[src/verilog/opcode_pkg.sv]
// package: opcodes, word fields, cycle budgets and bus offsets for the opcode decoder
package opcode_pkg;

  typedef enum logic [6:0] {
    OP_NONE            = 7'h00,
    OP_NOP             = 7'h01,
    OP_STRING_CUR      = 7'h02,
    OP_ARC_CUR         = 7'h03,
    OP_CIRCLE_CUR      = 7'h04,
    OP_LINE_CUR        = 7'h05,
    OP_POINT_CUR       = 7'h06,
    OP_FRECT_CUR       = 7'h07,
    OP_FTRI_CUR        = 7'h08,
    OP_FBOUND_CUR      = 7'h09,
    OP_FCONN_CUR       = 7'h0a,
    OP_BIN_CUR         = 7'h0b,
    OP_BOUT_CUR        = 7'h0c,
    OP_BCOPY_CUR       = 7'h0d,
    OP_BXFORM_CUR      = 7'h0e,
    OP_SET_COLOR       = 7'h0f,
    OP_SET_SEARCH      = 7'h10,
    OP_SET_BLOCK       = 7'h11,
    OP_FONT_CUR        = 7'h12,
    OP_CLIP_BND_CUR    = 7'h13,
    OP_LINE_STYLE      = 7'h14,
    OP_STYLE_PHASE     = 7'h15,
    OP_VIEWPORT_CUR    = 7'h16,
    OP_PICK_REG_CUR    = 7'h17,
    OP_SCALE           = 7'h18,
    OP_PEN_OUT         = 7'h19,
    OP_PEN_STORE       = 7'h1a,
    OP_PEN_PUSH        = 7'h1b,
    OP_PEN_POP         = 7'h1c,
    OP_SET_ACTIVITY    = 7'h1d,
    OP_SET_LISTEN      = 7'h1e,
    OP_CALL            = 7'h1f,
    OP_RETURN          = 7'h20,
    OP_CLIP_CTRL       = 7'h21,
    OP_PICK_CTRL       = 7'h22,
    OP_DEF_BRUSH       = 7'h23,
    OP_AA_DIST         = 7'h24,
    OP_CHIP_POS        = 7'h25,
    OP_STACK_BND       = 7'h26,
    OP_SIGNAL          = 7'h27,
    OP_STORE_IMM_CUR   = 7'h28,
    OP_JUMP            = 7'h29,
    OP_INQUIRE         = 7'h2a,
    OP_MOVE_PEN        = 7'h2b,
    OP_STRING          = 7'h2c,
    OP_ARC             = 7'h2d,
    OP_CIRCLE          = 7'h2e,
    OP_LINE            = 7'h2f,
    OP_POINT           = 7'h30,
    OP_FRECT           = 7'h31,
    OP_FTRI            = 7'h32,
    OP_FBOUND          = 7'h33,
    OP_FCONN           = 7'h34,
    OP_BIN             = 7'h35,
    OP_BOUT            = 7'h36,
    OP_BCOPY           = 7'h37,
    OP_BXFORM          = 7'h38,
    OP_RESERVED        = 7'h7f
  } op_t;

  // first-word field positions
  localparam int OPC_LSB     = 0;
  localparam int OPC_W       = 8;
  localparam int COMB_LSB    = 8;
  localparam int COMB_W      = 3;
  localparam int EP_BIT      = 11;
  localparam int LS_BIT      = 12;
  localparam int MATCH_BIT   = 13;
  localparam int INV_BIT     = 14;
  localparam int AA_BIT      = 15;

  // cycle budgets
  localparam logic [31:0] CYC_SET_COLOR    = 32'd112;
  localparam logic [31:0] CYC_ARC_OVH      = 32'd573;
  localparam logic [31:0] CYC_ARC_OCTANT   = 32'd54;
  localparam logic [31:0] CYC_ARC_PIXEL    = 32'd15;
  localparam logic [31:0] CYC_VP_UNSCALED  = 32'd15;
  localparam logic [31:0] CYC_VP_SCALED    = 32'd296;
  localparam logic [31:0] CYC_REL_UNSCALED = 32'd20;
  localparam logic [31:0] CYC_REL_SCALED   = 32'd284;
  localparam logic [31:0] CYC_INDIRECT     = 32'd34;
  localparam logic [31:0] CYC_PROG_WORD    = 32'd11;
  localparam logic [3:0]  ARC_PARAMS       = 4'd10;

  // register byte offsets
  localparam logic [7:0] REG_INSTR   = 8'h00;
  localparam logic [7:0] REG_COUNTS  = 8'h04;
  localparam logic [7:0] REG_MODE    = 8'h08;
  localparam logic [7:0] REG_RESULT  = 8'h0c;
  localparam logic [7:0] REG_BUDGET  = 8'h10;
  localparam logic [7:0] REG_FLAGS   = 8'h14;
  localparam logic [7:0] REG_PEN     = 8'h18;
  localparam logic [7:0] REG_ENDPT   = 8'h1c;

  localparam logic [1:0] AM_ABS      = 2'd0;
  localparam logic [1:0] AM_VIEWPORT = 2'd1;
  localparam logic [1:0] AM_RELATIVE = 2'd2;

  localparam logic [31:0] RESET_WORD = 32'h0000_0000;

endpackage

[src/verilog/opcode_map.sv]
// combinational opcode-to-operation map
`timescale 1ns/1ps
module opcode_map (
  input  wire logic [7:0]       opcode_in,
  output opcode_pkg::op_t       op_out,
  output logic                  reserved_out
);

  always_comb begin
    case (opcode_in)
      8'h00: op_out = opcode_pkg::OP_NOP;
      8'h04: op_out = opcode_pkg::OP_STRING_CUR;
      8'h08: op_out = opcode_pkg::OP_ARC_CUR;
      8'h0a: op_out = opcode_pkg::OP_CIRCLE_CUR;
      8'h0c: op_out = opcode_pkg::OP_LINE_CUR;
      8'h0e: op_out = opcode_pkg::OP_POINT_CUR;
      8'h10: op_out = opcode_pkg::OP_FRECT_CUR;
      8'h12: op_out = opcode_pkg::OP_FTRI_CUR;
      8'h14: op_out = opcode_pkg::OP_FBOUND_CUR;
      8'h16: op_out = opcode_pkg::OP_FCONN_CUR;
      8'h18: op_out = opcode_pkg::OP_BIN_CUR;
      8'h1a: op_out = opcode_pkg::OP_BOUT_CUR;
      8'h1c: op_out = opcode_pkg::OP_BCOPY_CUR;
      8'h1e: op_out = opcode_pkg::OP_BXFORM_CUR;
      8'h20: op_out = opcode_pkg::OP_SET_COLOR;
      8'h21: op_out = opcode_pkg::OP_SET_SEARCH;
      8'h22: op_out = opcode_pkg::OP_SET_BLOCK;
      8'h23: op_out = opcode_pkg::OP_FONT_CUR;
      8'h24: op_out = opcode_pkg::OP_CLIP_BND_CUR;
      8'h25: op_out = opcode_pkg::OP_LINE_STYLE;
      8'h26: op_out = opcode_pkg::OP_STYLE_PHASE;
      8'h27: op_out = opcode_pkg::OP_VIEWPORT_CUR;
      8'h28: op_out = opcode_pkg::OP_PICK_REG_CUR;
      8'h29: op_out = opcode_pkg::OP_SCALE;
      8'h2a: op_out = opcode_pkg::OP_PEN_OUT;
      8'h2b: op_out = opcode_pkg::OP_PEN_STORE;
      8'h2c: op_out = opcode_pkg::OP_PEN_PUSH;
      8'h2d: op_out = opcode_pkg::OP_PEN_POP;
      8'h30: op_out = opcode_pkg::OP_SET_ACTIVITY;
      8'h31: op_out = opcode_pkg::OP_SET_LISTEN;
      8'h32: op_out = opcode_pkg::OP_CALL;
      8'h33: op_out = opcode_pkg::OP_RETURN;
      8'h34: op_out = opcode_pkg::OP_CLIP_CTRL;
      8'h35: op_out = opcode_pkg::OP_PICK_CTRL;
      8'h36: op_out = opcode_pkg::OP_DEF_BRUSH;
      8'h37: op_out = opcode_pkg::OP_AA_DIST;
      8'h38: op_out = opcode_pkg::OP_CHIP_POS;
      8'h39: op_out = opcode_pkg::OP_STACK_BND;
      8'h3a: op_out = opcode_pkg::OP_SIGNAL;
      8'h3b: op_out = opcode_pkg::OP_STORE_IMM_CUR;
      8'h3c: op_out = opcode_pkg::OP_JUMP;
      8'h3f: op_out = opcode_pkg::OP_INQUIRE;
      8'h40: op_out = opcode_pkg::OP_MOVE_PEN;
      8'h44: op_out = opcode_pkg::OP_STRING;
      8'h48: op_out = opcode_pkg::OP_ARC;
      8'h4a: op_out = opcode_pkg::OP_CIRCLE;
      8'h4c: op_out = opcode_pkg::OP_LINE;
      8'h4e: op_out = opcode_pkg::OP_POINT;
      8'h50: op_out = opcode_pkg::OP_FRECT;
      8'h52: op_out = opcode_pkg::OP_FTRI;
      8'h54: op_out = opcode_pkg::OP_FBOUND;
      8'h56: op_out = opcode_pkg::OP_FCONN;
      8'h58: op_out = opcode_pkg::OP_BIN;
      8'h5a: op_out = opcode_pkg::OP_BOUT;
      8'h5c: op_out = opcode_pkg::OP_BCOPY;
      8'h5e: op_out = opcode_pkg::OP_BXFORM;
      default: op_out = opcode_pkg::OP_RESERVED;
    endcase
    reserved_out = (op_out == opcode_pkg::OP_RESERVED);
  end

endmodule

[src/verilog/opcode_decoder.sv]
// opcode decoder with cycle-budget model and AHB-Lite register slave
`timescale 1ns/1ps
// Function
// - codes 10,12,14,16: pen-relative rectangle, triangle, bounded and connected fills
// - codes 18,1A,1C,1E: pen-relative block input, output, copy, transform
// - codes 23,24,27,28: pen-relative font base, clip boundary, viewport, pick region
// - codes 25,26,29: line style, line style phase, scale factor
// - codes 2A-2D: output, store, push, pop pen position
// - codes 36-39: brush pattern, anti-alias distance, chip position, stack bounds
// - 32,33,34,35,3A,3B,3C,3F system control ops; 00 is no operation
// - codes 40-4E explicit draws; 50,52,54 explicit fills
// - colour-bit load always costs exactly 112 cycles
// - explicit arc: 573 overhead, 54 per octant, 15 per pixel
// - quoted counts are absolute-mode baseline; other modes add costs
// - each pair adds 15 viewport unscaled, 296 viewport scaled
// - each pair adds 20 relative unscaled, 284 relative scaled
// - each indirection level adds 34 cycles
// - stored-program fetch adds 11 cycles per instruction word
// - anti-alias bit: anti-alias if brush off, brush source if brush on
// - invert bit inverts brush pattern, only when brush enabled
// - word bits 7:0 opcode, then 3-bit combine op, then flags
// - after an arc the pen position becomes the arc end point
module opcode_decoder (
  input  wire logic        clk_in,
  input  wire logic        reset_in,
  input  wire logic        hsel_in,
  input  wire logic [31:0] haddr_in,
  input  wire logic [1:0]  htrans_in,
  input  wire logic        hwrite_in,
  input  wire logic [2:0]  hsize_in,
  input  wire logic [31:0] hwdata_in,
  input  wire logic        hready_in,
  output logic      [31:0] hrdata_out,
  output logic             hreadyout_out,
  output logic             hresp_out,
  output logic             dispatch_out,
  output logic      [6:0]  operation_out,
  output logic             reserved_out,
  output logic             antialias_en_out,
  output logic             pattern_source_out,
  output logic             pattern_invert_out,
  output logic             match_only_out,
  output logic             line_style_select_out,
  output logic             endpoint_draw_mode_out,
  output logic      [2:0]  combine_op_select_out,
  output logic      [31:0] cycle_budget_out,
  output logic      [31:0] pen_position_out
);

  opcode_pkg::op_t  map_op;
  logic             map_rsv;
  logic             wr_pend_q;
  logic             rd_pend_q;
  logic [7:0]       addr_q;
  logic [15:0]      instr_q;
  logic [15:0]      octants_q;
  logic [15:0]      pixels_q;
  logic [1:0]       addr_mode_q;
  logic             scaled_q;
  logic [3:0]       pairs_q;
  logic [3:0]       indirect_q;
  logic             prog_mode_q;
  logic             brush_en_q;
  logic [3:0]       words_q;
  logic [31:0]      endpt_q;
  logic             issue_q;
  logic [31:0]      base_d;
  logic [31:0]      mode_d;
  logic [31:0]      budget_d;
  logic [31:0]      pair_cost;

  opcode_map u_map (
    .opcode_in    (instr_q[opcode_pkg::OPC_LSB +: opcode_pkg::OPC_W]),
    .op_out       (map_op),
    .reserved_out (map_rsv)
  );

  // bus address phase capture
  always_ff @(posedge clk_in or posedge reset_in) begin
    if (reset_in) begin
      wr_pend_q <= 1'b0;
      rd_pend_q <= 1'b0;
      addr_q    <= 8'h00;
    end else if (hready_in) begin
      wr_pend_q <= hsel_in && htrans_in[1] && hwrite_in;
      rd_pend_q <= hsel_in && htrans_in[1] && !hwrite_in;
      addr_q    <= haddr_in[7:0];
    end
  end

  assign hreadyout_out = 1'b1;
  assign hresp_out     = 1'b0;

  // register writes; writing the instruction word issues it
  always_ff @(posedge clk_in or posedge reset_in) begin
    if (reset_in) begin
      instr_q     <= 16'h0000;
      octants_q   <= 16'h0000;
      pixels_q    <= 16'h0000;
      addr_mode_q <= opcode_pkg::AM_ABS;
      scaled_q    <= 1'b0;
      pairs_q     <= 4'h0;
      indirect_q  <= 4'h0;
      prog_mode_q <= 1'b0;
      brush_en_q  <= 1'b0;
      words_q     <= 4'h1;
      endpt_q     <= 32'h0000_0000;
      issue_q     <= 1'b0;
    end else begin
      issue_q <= 1'b0;
      if (wr_pend_q) begin
        case (addr_q)
          opcode_pkg::REG_INSTR: begin
            instr_q <= hwdata_in[15:0];
            issue_q <= 1'b1;
          end
          opcode_pkg::REG_COUNTS: begin
            octants_q <= hwdata_in[15:0];
            pixels_q  <= hwdata_in[31:16];
          end
          opcode_pkg::REG_MODE: begin
            addr_mode_q <= hwdata_in[1:0];
            scaled_q    <= hwdata_in[2];
            prog_mode_q <= hwdata_in[3];
            brush_en_q  <= hwdata_in[4];
            pairs_q     <= hwdata_in[11:8];
            indirect_q  <= hwdata_in[15:12];
            words_q     <= hwdata_in[19:16];
          end
          opcode_pkg::REG_ENDPT: endpt_q <= hwdata_in;
          default: ;
        endcase
      end
    end
  end

  // addressing-mode cost per operand pair
  always_comb begin
    case (addr_mode_q)
      opcode_pkg::AM_VIEWPORT:
        pair_cost = scaled_q ? opcode_pkg::CYC_VP_SCALED
                             : opcode_pkg::CYC_VP_UNSCALED;
      opcode_pkg::AM_RELATIVE:
        pair_cost = scaled_q ? opcode_pkg::CYC_REL_SCALED
                             : opcode_pkg::CYC_REL_UNSCALED;
      default: pair_cost = 32'h0000_0000;
    endcase
  end

  // baseline cost for absolute addressing
  always_comb begin
    case (map_op)
      opcode_pkg::OP_SET_COLOR: base_d = opcode_pkg::CYC_SET_COLOR;
      opcode_pkg::OP_ARC:
        base_d = opcode_pkg::CYC_ARC_OVH
               + opcode_pkg::CYC_ARC_OCTANT * {16'h0000, octants_q}
               + opcode_pkg::CYC_ARC_PIXEL * {16'h0000, pixels_q};
      default: base_d = 32'h0000_0000;
    endcase
  end

  // mode adders; the colour-bit load stays at its fixed count
  always_comb begin
    mode_d = pair_cost * {28'h0000000, pairs_q}
           + opcode_pkg::CYC_INDIRECT * {28'h0000000, indirect_q};
    if (prog_mode_q) begin
      mode_d = mode_d + opcode_pkg::CYC_PROG_WORD * {28'h0000000, words_q};
    end
    if (map_op == opcode_pkg::OP_SET_COLOR || map_rsv) begin
      mode_d = 32'h0000_0000;
    end
    budget_d = base_d + mode_d;
  end

  // decode results on issue
  always_ff @(posedge clk_in or posedge reset_in) begin
    if (reset_in) begin
      dispatch_out           <= 1'b0;
      operation_out          <= opcode_pkg::OP_NONE;
      reserved_out           <= 1'b0;
      antialias_en_out       <= 1'b0;
      pattern_source_out     <= 1'b0;
      pattern_invert_out     <= 1'b0;
      match_only_out         <= 1'b0;
      line_style_select_out  <= 1'b0;
      endpoint_draw_mode_out <= 1'b0;
      combine_op_select_out  <= 3'h0;
      cycle_budget_out       <= 32'h0000_0000;
    end else begin
      dispatch_out <= issue_q && !map_rsv;
      if (issue_q) begin
        operation_out          <= map_op;
        reserved_out           <= map_rsv;
        antialias_en_out       <= instr_q[opcode_pkg::AA_BIT] && !brush_en_q;
        pattern_source_out     <= instr_q[opcode_pkg::AA_BIT] && brush_en_q;
        pattern_invert_out     <= instr_q[opcode_pkg::INV_BIT] && brush_en_q;
        match_only_out         <= instr_q[opcode_pkg::MATCH_BIT] && brush_en_q;
        line_style_select_out  <= instr_q[opcode_pkg::LS_BIT];
        endpoint_draw_mode_out <= instr_q[opcode_pkg::EP_BIT];
        combine_op_select_out  <= instr_q[opcode_pkg::COMB_LSB +: opcode_pkg::COMB_W];
        cycle_budget_out       <= budget_d;
      end
    end
  end

  // pen position follows the arc end point
  always_ff @(posedge clk_in or posedge reset_in) begin
    if (reset_in) begin
      pen_position_out <= 32'h0000_0000;
    end else if (issue_q && (map_op == opcode_pkg::OP_ARC
                             || map_op == opcode_pkg::OP_ARC_CUR)) begin
      pen_position_out <= endpt_q;
    end
  end

  // read mux
  always_comb begin
    case (addr_q)
      opcode_pkg::REG_INSTR:  hrdata_out = {16'h0000, instr_q};
      opcode_pkg::REG_COUNTS: hrdata_out = {pixels_q, octants_q};
      opcode_pkg::REG_MODE:   hrdata_out = {12'h000, words_q, indirect_q, pairs_q,
                                            3'h0, brush_en_q, prog_mode_q, scaled_q,
                                            addr_mode_q};
      opcode_pkg::REG_RESULT: hrdata_out = {16'h0000, 4'h0, opcode_pkg::ARC_PARAMS,
                                            reserved_out, operation_out};
      opcode_pkg::REG_BUDGET: hrdata_out = cycle_budget_out;
      opcode_pkg::REG_FLAGS:  hrdata_out = {23'h000000, combine_op_select_out,
                                            endpoint_draw_mode_out, line_style_select_out,
                                            match_only_out, pattern_invert_out,
                                            pattern_source_out, antialias_en_out};
      opcode_pkg::REG_PEN:    hrdata_out = pen_position_out;
      opcode_pkg::REG_ENDPT:  hrdata_out = endpt_q;
      default:                hrdata_out = 32'h0000_0000;
    endcase
    if (!rd_pend_q) begin
      hrdata_out = 32'h0000_0000;
    end
  end

endmodule

[config.mk]
export PLATFORM = sky130hd
export DESIGN_NAME = opcode_decoder
export DESIGN_NICKNAME = d
export VERILOG_FILES = /design/src/verilog/opcode_pkg.sv /design/src/verilog/opcode_map.sv /design/src/verilog/opcode_decoder.sv
export SDC_FILE = /design/constraint.sdc
export NUM_CORES = 1
export LEC_CHECK = 0
export ABC_AREA = 1
export ABC_CLOCK_PERIOD_IN_PS = 10400
export BUFFER_PORTS_ARGS = -buffer_cell sky130_fd_sc_hd__buf_2
export CAP_MARGIN = 10
export CORE_ASPECT_RATIO = 0.75
export CORE_UTILIZATION = 34
export CTS_CLUSTER_SIZE = 16
export DETAILED_ROUTE_END_ITERATION = 10
export SLEW_MARGIN = 10
export SYNTH_ARGS = -nofsm -noshare
export SYNTH_HDL_FRONTEND = slang
export SYNTH_SLANG_ARGS = --single-unit
export TNS_END_PERCENT = 100
[constraint.sdc]
create_clock -name clk_in -period 10.4 [get_ports clk_in]
set_input_delay 3.12 -clock clk_in [delete_from_list [all_inputs] [get_ports clk_in]]
set_output_delay 3.12 -clock clk_in [all_outputs]
set_load 0.01 [all_outputs]
==> qor.yml <==
outcome:
  status: "finished with violations"
  violations: "design-rule violations"
timing:
  fin_ws_ps: 2150
  worstMarginPinSlew_ps: 1110
  slew_violations: 0
  rsz0062_at_grt: "false"
  min_period_over_period: 0.794
  hold_viol_final: 0
  fin_crit_ps: 8250
  timing.setup.tns_ps: 0
  fin_skew_ps: 19.2
  maxSlewHeadroom: 0.258
  fmaxAchievable_ghz: 0.121
  finalSetupViolations: 0
critical_path:
  critPathMaxFanout: 5
  crit_path_end_kind: "flip-flop"
  rr_startpoint: "octants_q[1]$_DFFE_PP0P_"
  cp_data_required_time_ps: 10810
  r2r_slack_ps: 2150
  cp-start-kind: "flip-flop"
  reg2reg_to: "cycle_budget_out[21]$_DFFE_PP0P_"
  crit_type: "reg2reg"
  ff2ff_path_depth: 35
  cp_data_arrival_time_ps: 8660
  crit_path_max_incr_delay_ps: 550
  cp_common_cell: "nand2_1"
  slowest_stage: "fa_1"
drt:
  wl_mm: 52.8
  antenna_left: 0
  drc: 1
  vias: 14400
  drt_iter0_markers: 1313
  drt-wirelength-per-cell_um: 18.5
  drt-pass1-iter-count: 9
  routed_via_density: 5.05
die:
  die_x_um: 251
  placementRows: 68
  start_util: 0.345
  pin_count: 190
  die_h_um: 189
  core_um2: 46000
  dieArea_um2: 47500
layout:
  syn2layout_area_growth_pct: 12.6
  final_cell_mix: "454 x nand2_1, 410 x inv_1, 180 x dfrtp_1, 175 x o21ai_0, 151 x buf_2"
  drive_above_1_share: 0.108
  stdcell_count: 2857
  diodes: 0
  final_core_util: 0.388
  final_common_cell: "nand2_1"
  finalNetCount: 2518
yosys:
  ys_seq_area_frac: 0.287
  synth_edf_count: 0
  yosys.area.top_type: "dfrtp_1"
  syn_area_per_cell_um2: 7.60
  yosysUniqueCellTypes: 51
  ys_seq_elements: 182
  ys.flop_type: "dfrtp_1"
  syn_area_um2: 15900
  yosysWarnings: 0
  ys_async_sr_fraction: 1.00
  synthTopCellsByArea: "dfrtp_1 29%, fa_1 11%, ha_1 11%, nand2_1 11%, inv_1 9.7%"
  yosys.area.top_type_share: 0.286
  syn_inst: 2086
clock_network:
  cts_max_level: 4
  clock_sinks: 182
  path_clk_slew_ps: 80
  ctsResizeCount: 0
  post-cts-setup-buffer-count: 0
  cts_root_buffer: "clkbuf_16"
  tritoncts: "built"
  ctsHoldBuffers: 0
  cts_buffers: 17
  clock_path_buffers: 2
  insertion_delay_ps: 490
global_routing:
  antenna_found_initial: 1
  gr-total-overflow: 0
  grt_max_degree: 116
  grt.total_usage: 0.228
  grt_first_pass_wirelength_mm: 81.8
  grt_pass1_vias: 13900
placement:
  numPortBuffers: 151
  place_hpwl_mm: 42.2
  place_ws_ps: 2280
  gp_congestion: 1.00
  dp.cells: 2825
hold_path:
  hold_path_class: "reg2reg"
  whs_path_depth: 2
  min_to: "indirect_q[1]$_DFFE_PP0P_"
  hp-start: "indirect_q[1]$_DFFE_PP0P_"
flow_run:
  maxCapViolations: 0
[worst max-delay path by stage]
stage	startpoint	to	slack (ps)	depth (start not counted)
final	octants_q[1]$_DFFE_PP0P_	cycle_budget_out[21]$_DFFE_PP0P_	2150	35
after global placement	octants_q[1]$_DFFE_PP0P_	cycle_budget_out[21]$_DFFE_PP0P_	2330	35
after floorplan	reset_in	addr_mode_q[0]$_DFFE_PP0P_	2340	1
after global routing	octants_q[1]$_DFFE_PP0P_	cycle_budget_out[21]$_DFFE_PP0P_	1550	35
after detailed placement	octants_q[1]$_DFFE_PP0P_	cycle_budget_out[21]$_DFFE_PP0P_	2280	35
after CTS	octants_q[1]$_DFFE_PP0P_	cycle_budget_out[21]$_DFFE_PP0P_	2220	35
[critical path: cells and delay by family, from the launching register on]
family                     cells  cell delay (ps)
adders and majority gates      9             3780
AOI/OAI and AO/OA              7             1880
and+or+nand+nor               12             1220
xor gates and xnor gates       2              570
DFF                            1              490
buffers and inverters          5              250
[state kept, by name (all words and copies together) (netlist names), 2 cells and up]
signal,count
addr_q,8
pen_position_out,32
operation_out,7
words_q,4
endpt_q,32
pixels_q,16
pairs_q,4
indirect_q,4
cycle_budget_out,24
instr_q,16
octants_q,16
combine_op_select_out,3
addr_mode_q,2
[layout make-up]
type | instances | area [µm²]
Clock buffer | 17 | 425
Tap cell | 630 | 788
Sequential cell | 182 | 4560
Multi-Input combinational cell | 1430 | 9460
Inverter | 421 | 1590
Fill cell | 4842 | 28200
Timing Repair Buffer | 162 | 838
Clock inverter | 15 | 200
[per-stage QoR]
step / hold slack (ps) / cell area, µm²
after global routing: 513 / 17900
after global placement: 465 / 17200
after floorplan: 450 / 15900
after detailed placement: 472 / 17200
final: 488 / 17900
after CTS: 492 / 17900
[per-layer routing]
| metal | routed length (µm) | share of wire | global-route usage |
|---|---|---|---|
| met5 | 0 | 0 | 0 |
| met4 | 1280 | 0.024 | 0.0727 |
| met3 | 4860 | 0.092 | 0.0619 |
| met2 | 21800 | 0.41 | 0.326 |
| met1 | 24900 | 0.47 | 0.331 |
[Yosys cell counts (all sizes together), types with 22 or more instances]
| library cell | n |
|---|---|
| nand2 | 462 |
| inv | 418 |
| o21ai | 206 |
| dfrtp | 181 |
| nor2 | 141 |
| ha | 139 |
| fa | 91 |
| a21oi | 90 |
| nand3 | 73 |
| clkbuf | 41 |
| xor2 | 30 |
| xnor2 | 22 |
[cells by family after synthesis]
group / after synthesis / share of synthesized area
and+or+nand+nor: 725 / 0.187
buffers and inverters: 483 / 0.119
adders and majority gates: 230 / 0.225
other: 2 / 0.000474
DFF: 182 / 0.287
muxes: 11 / 0.00923
xor gates and xnor gates: 52 / 0.0287
AOI/OAI and AO/OA: 401 / 0.144
Power is not shown: default switching activity piles up to over one toggle a cycle in this logic, so the estimate is an artifact.
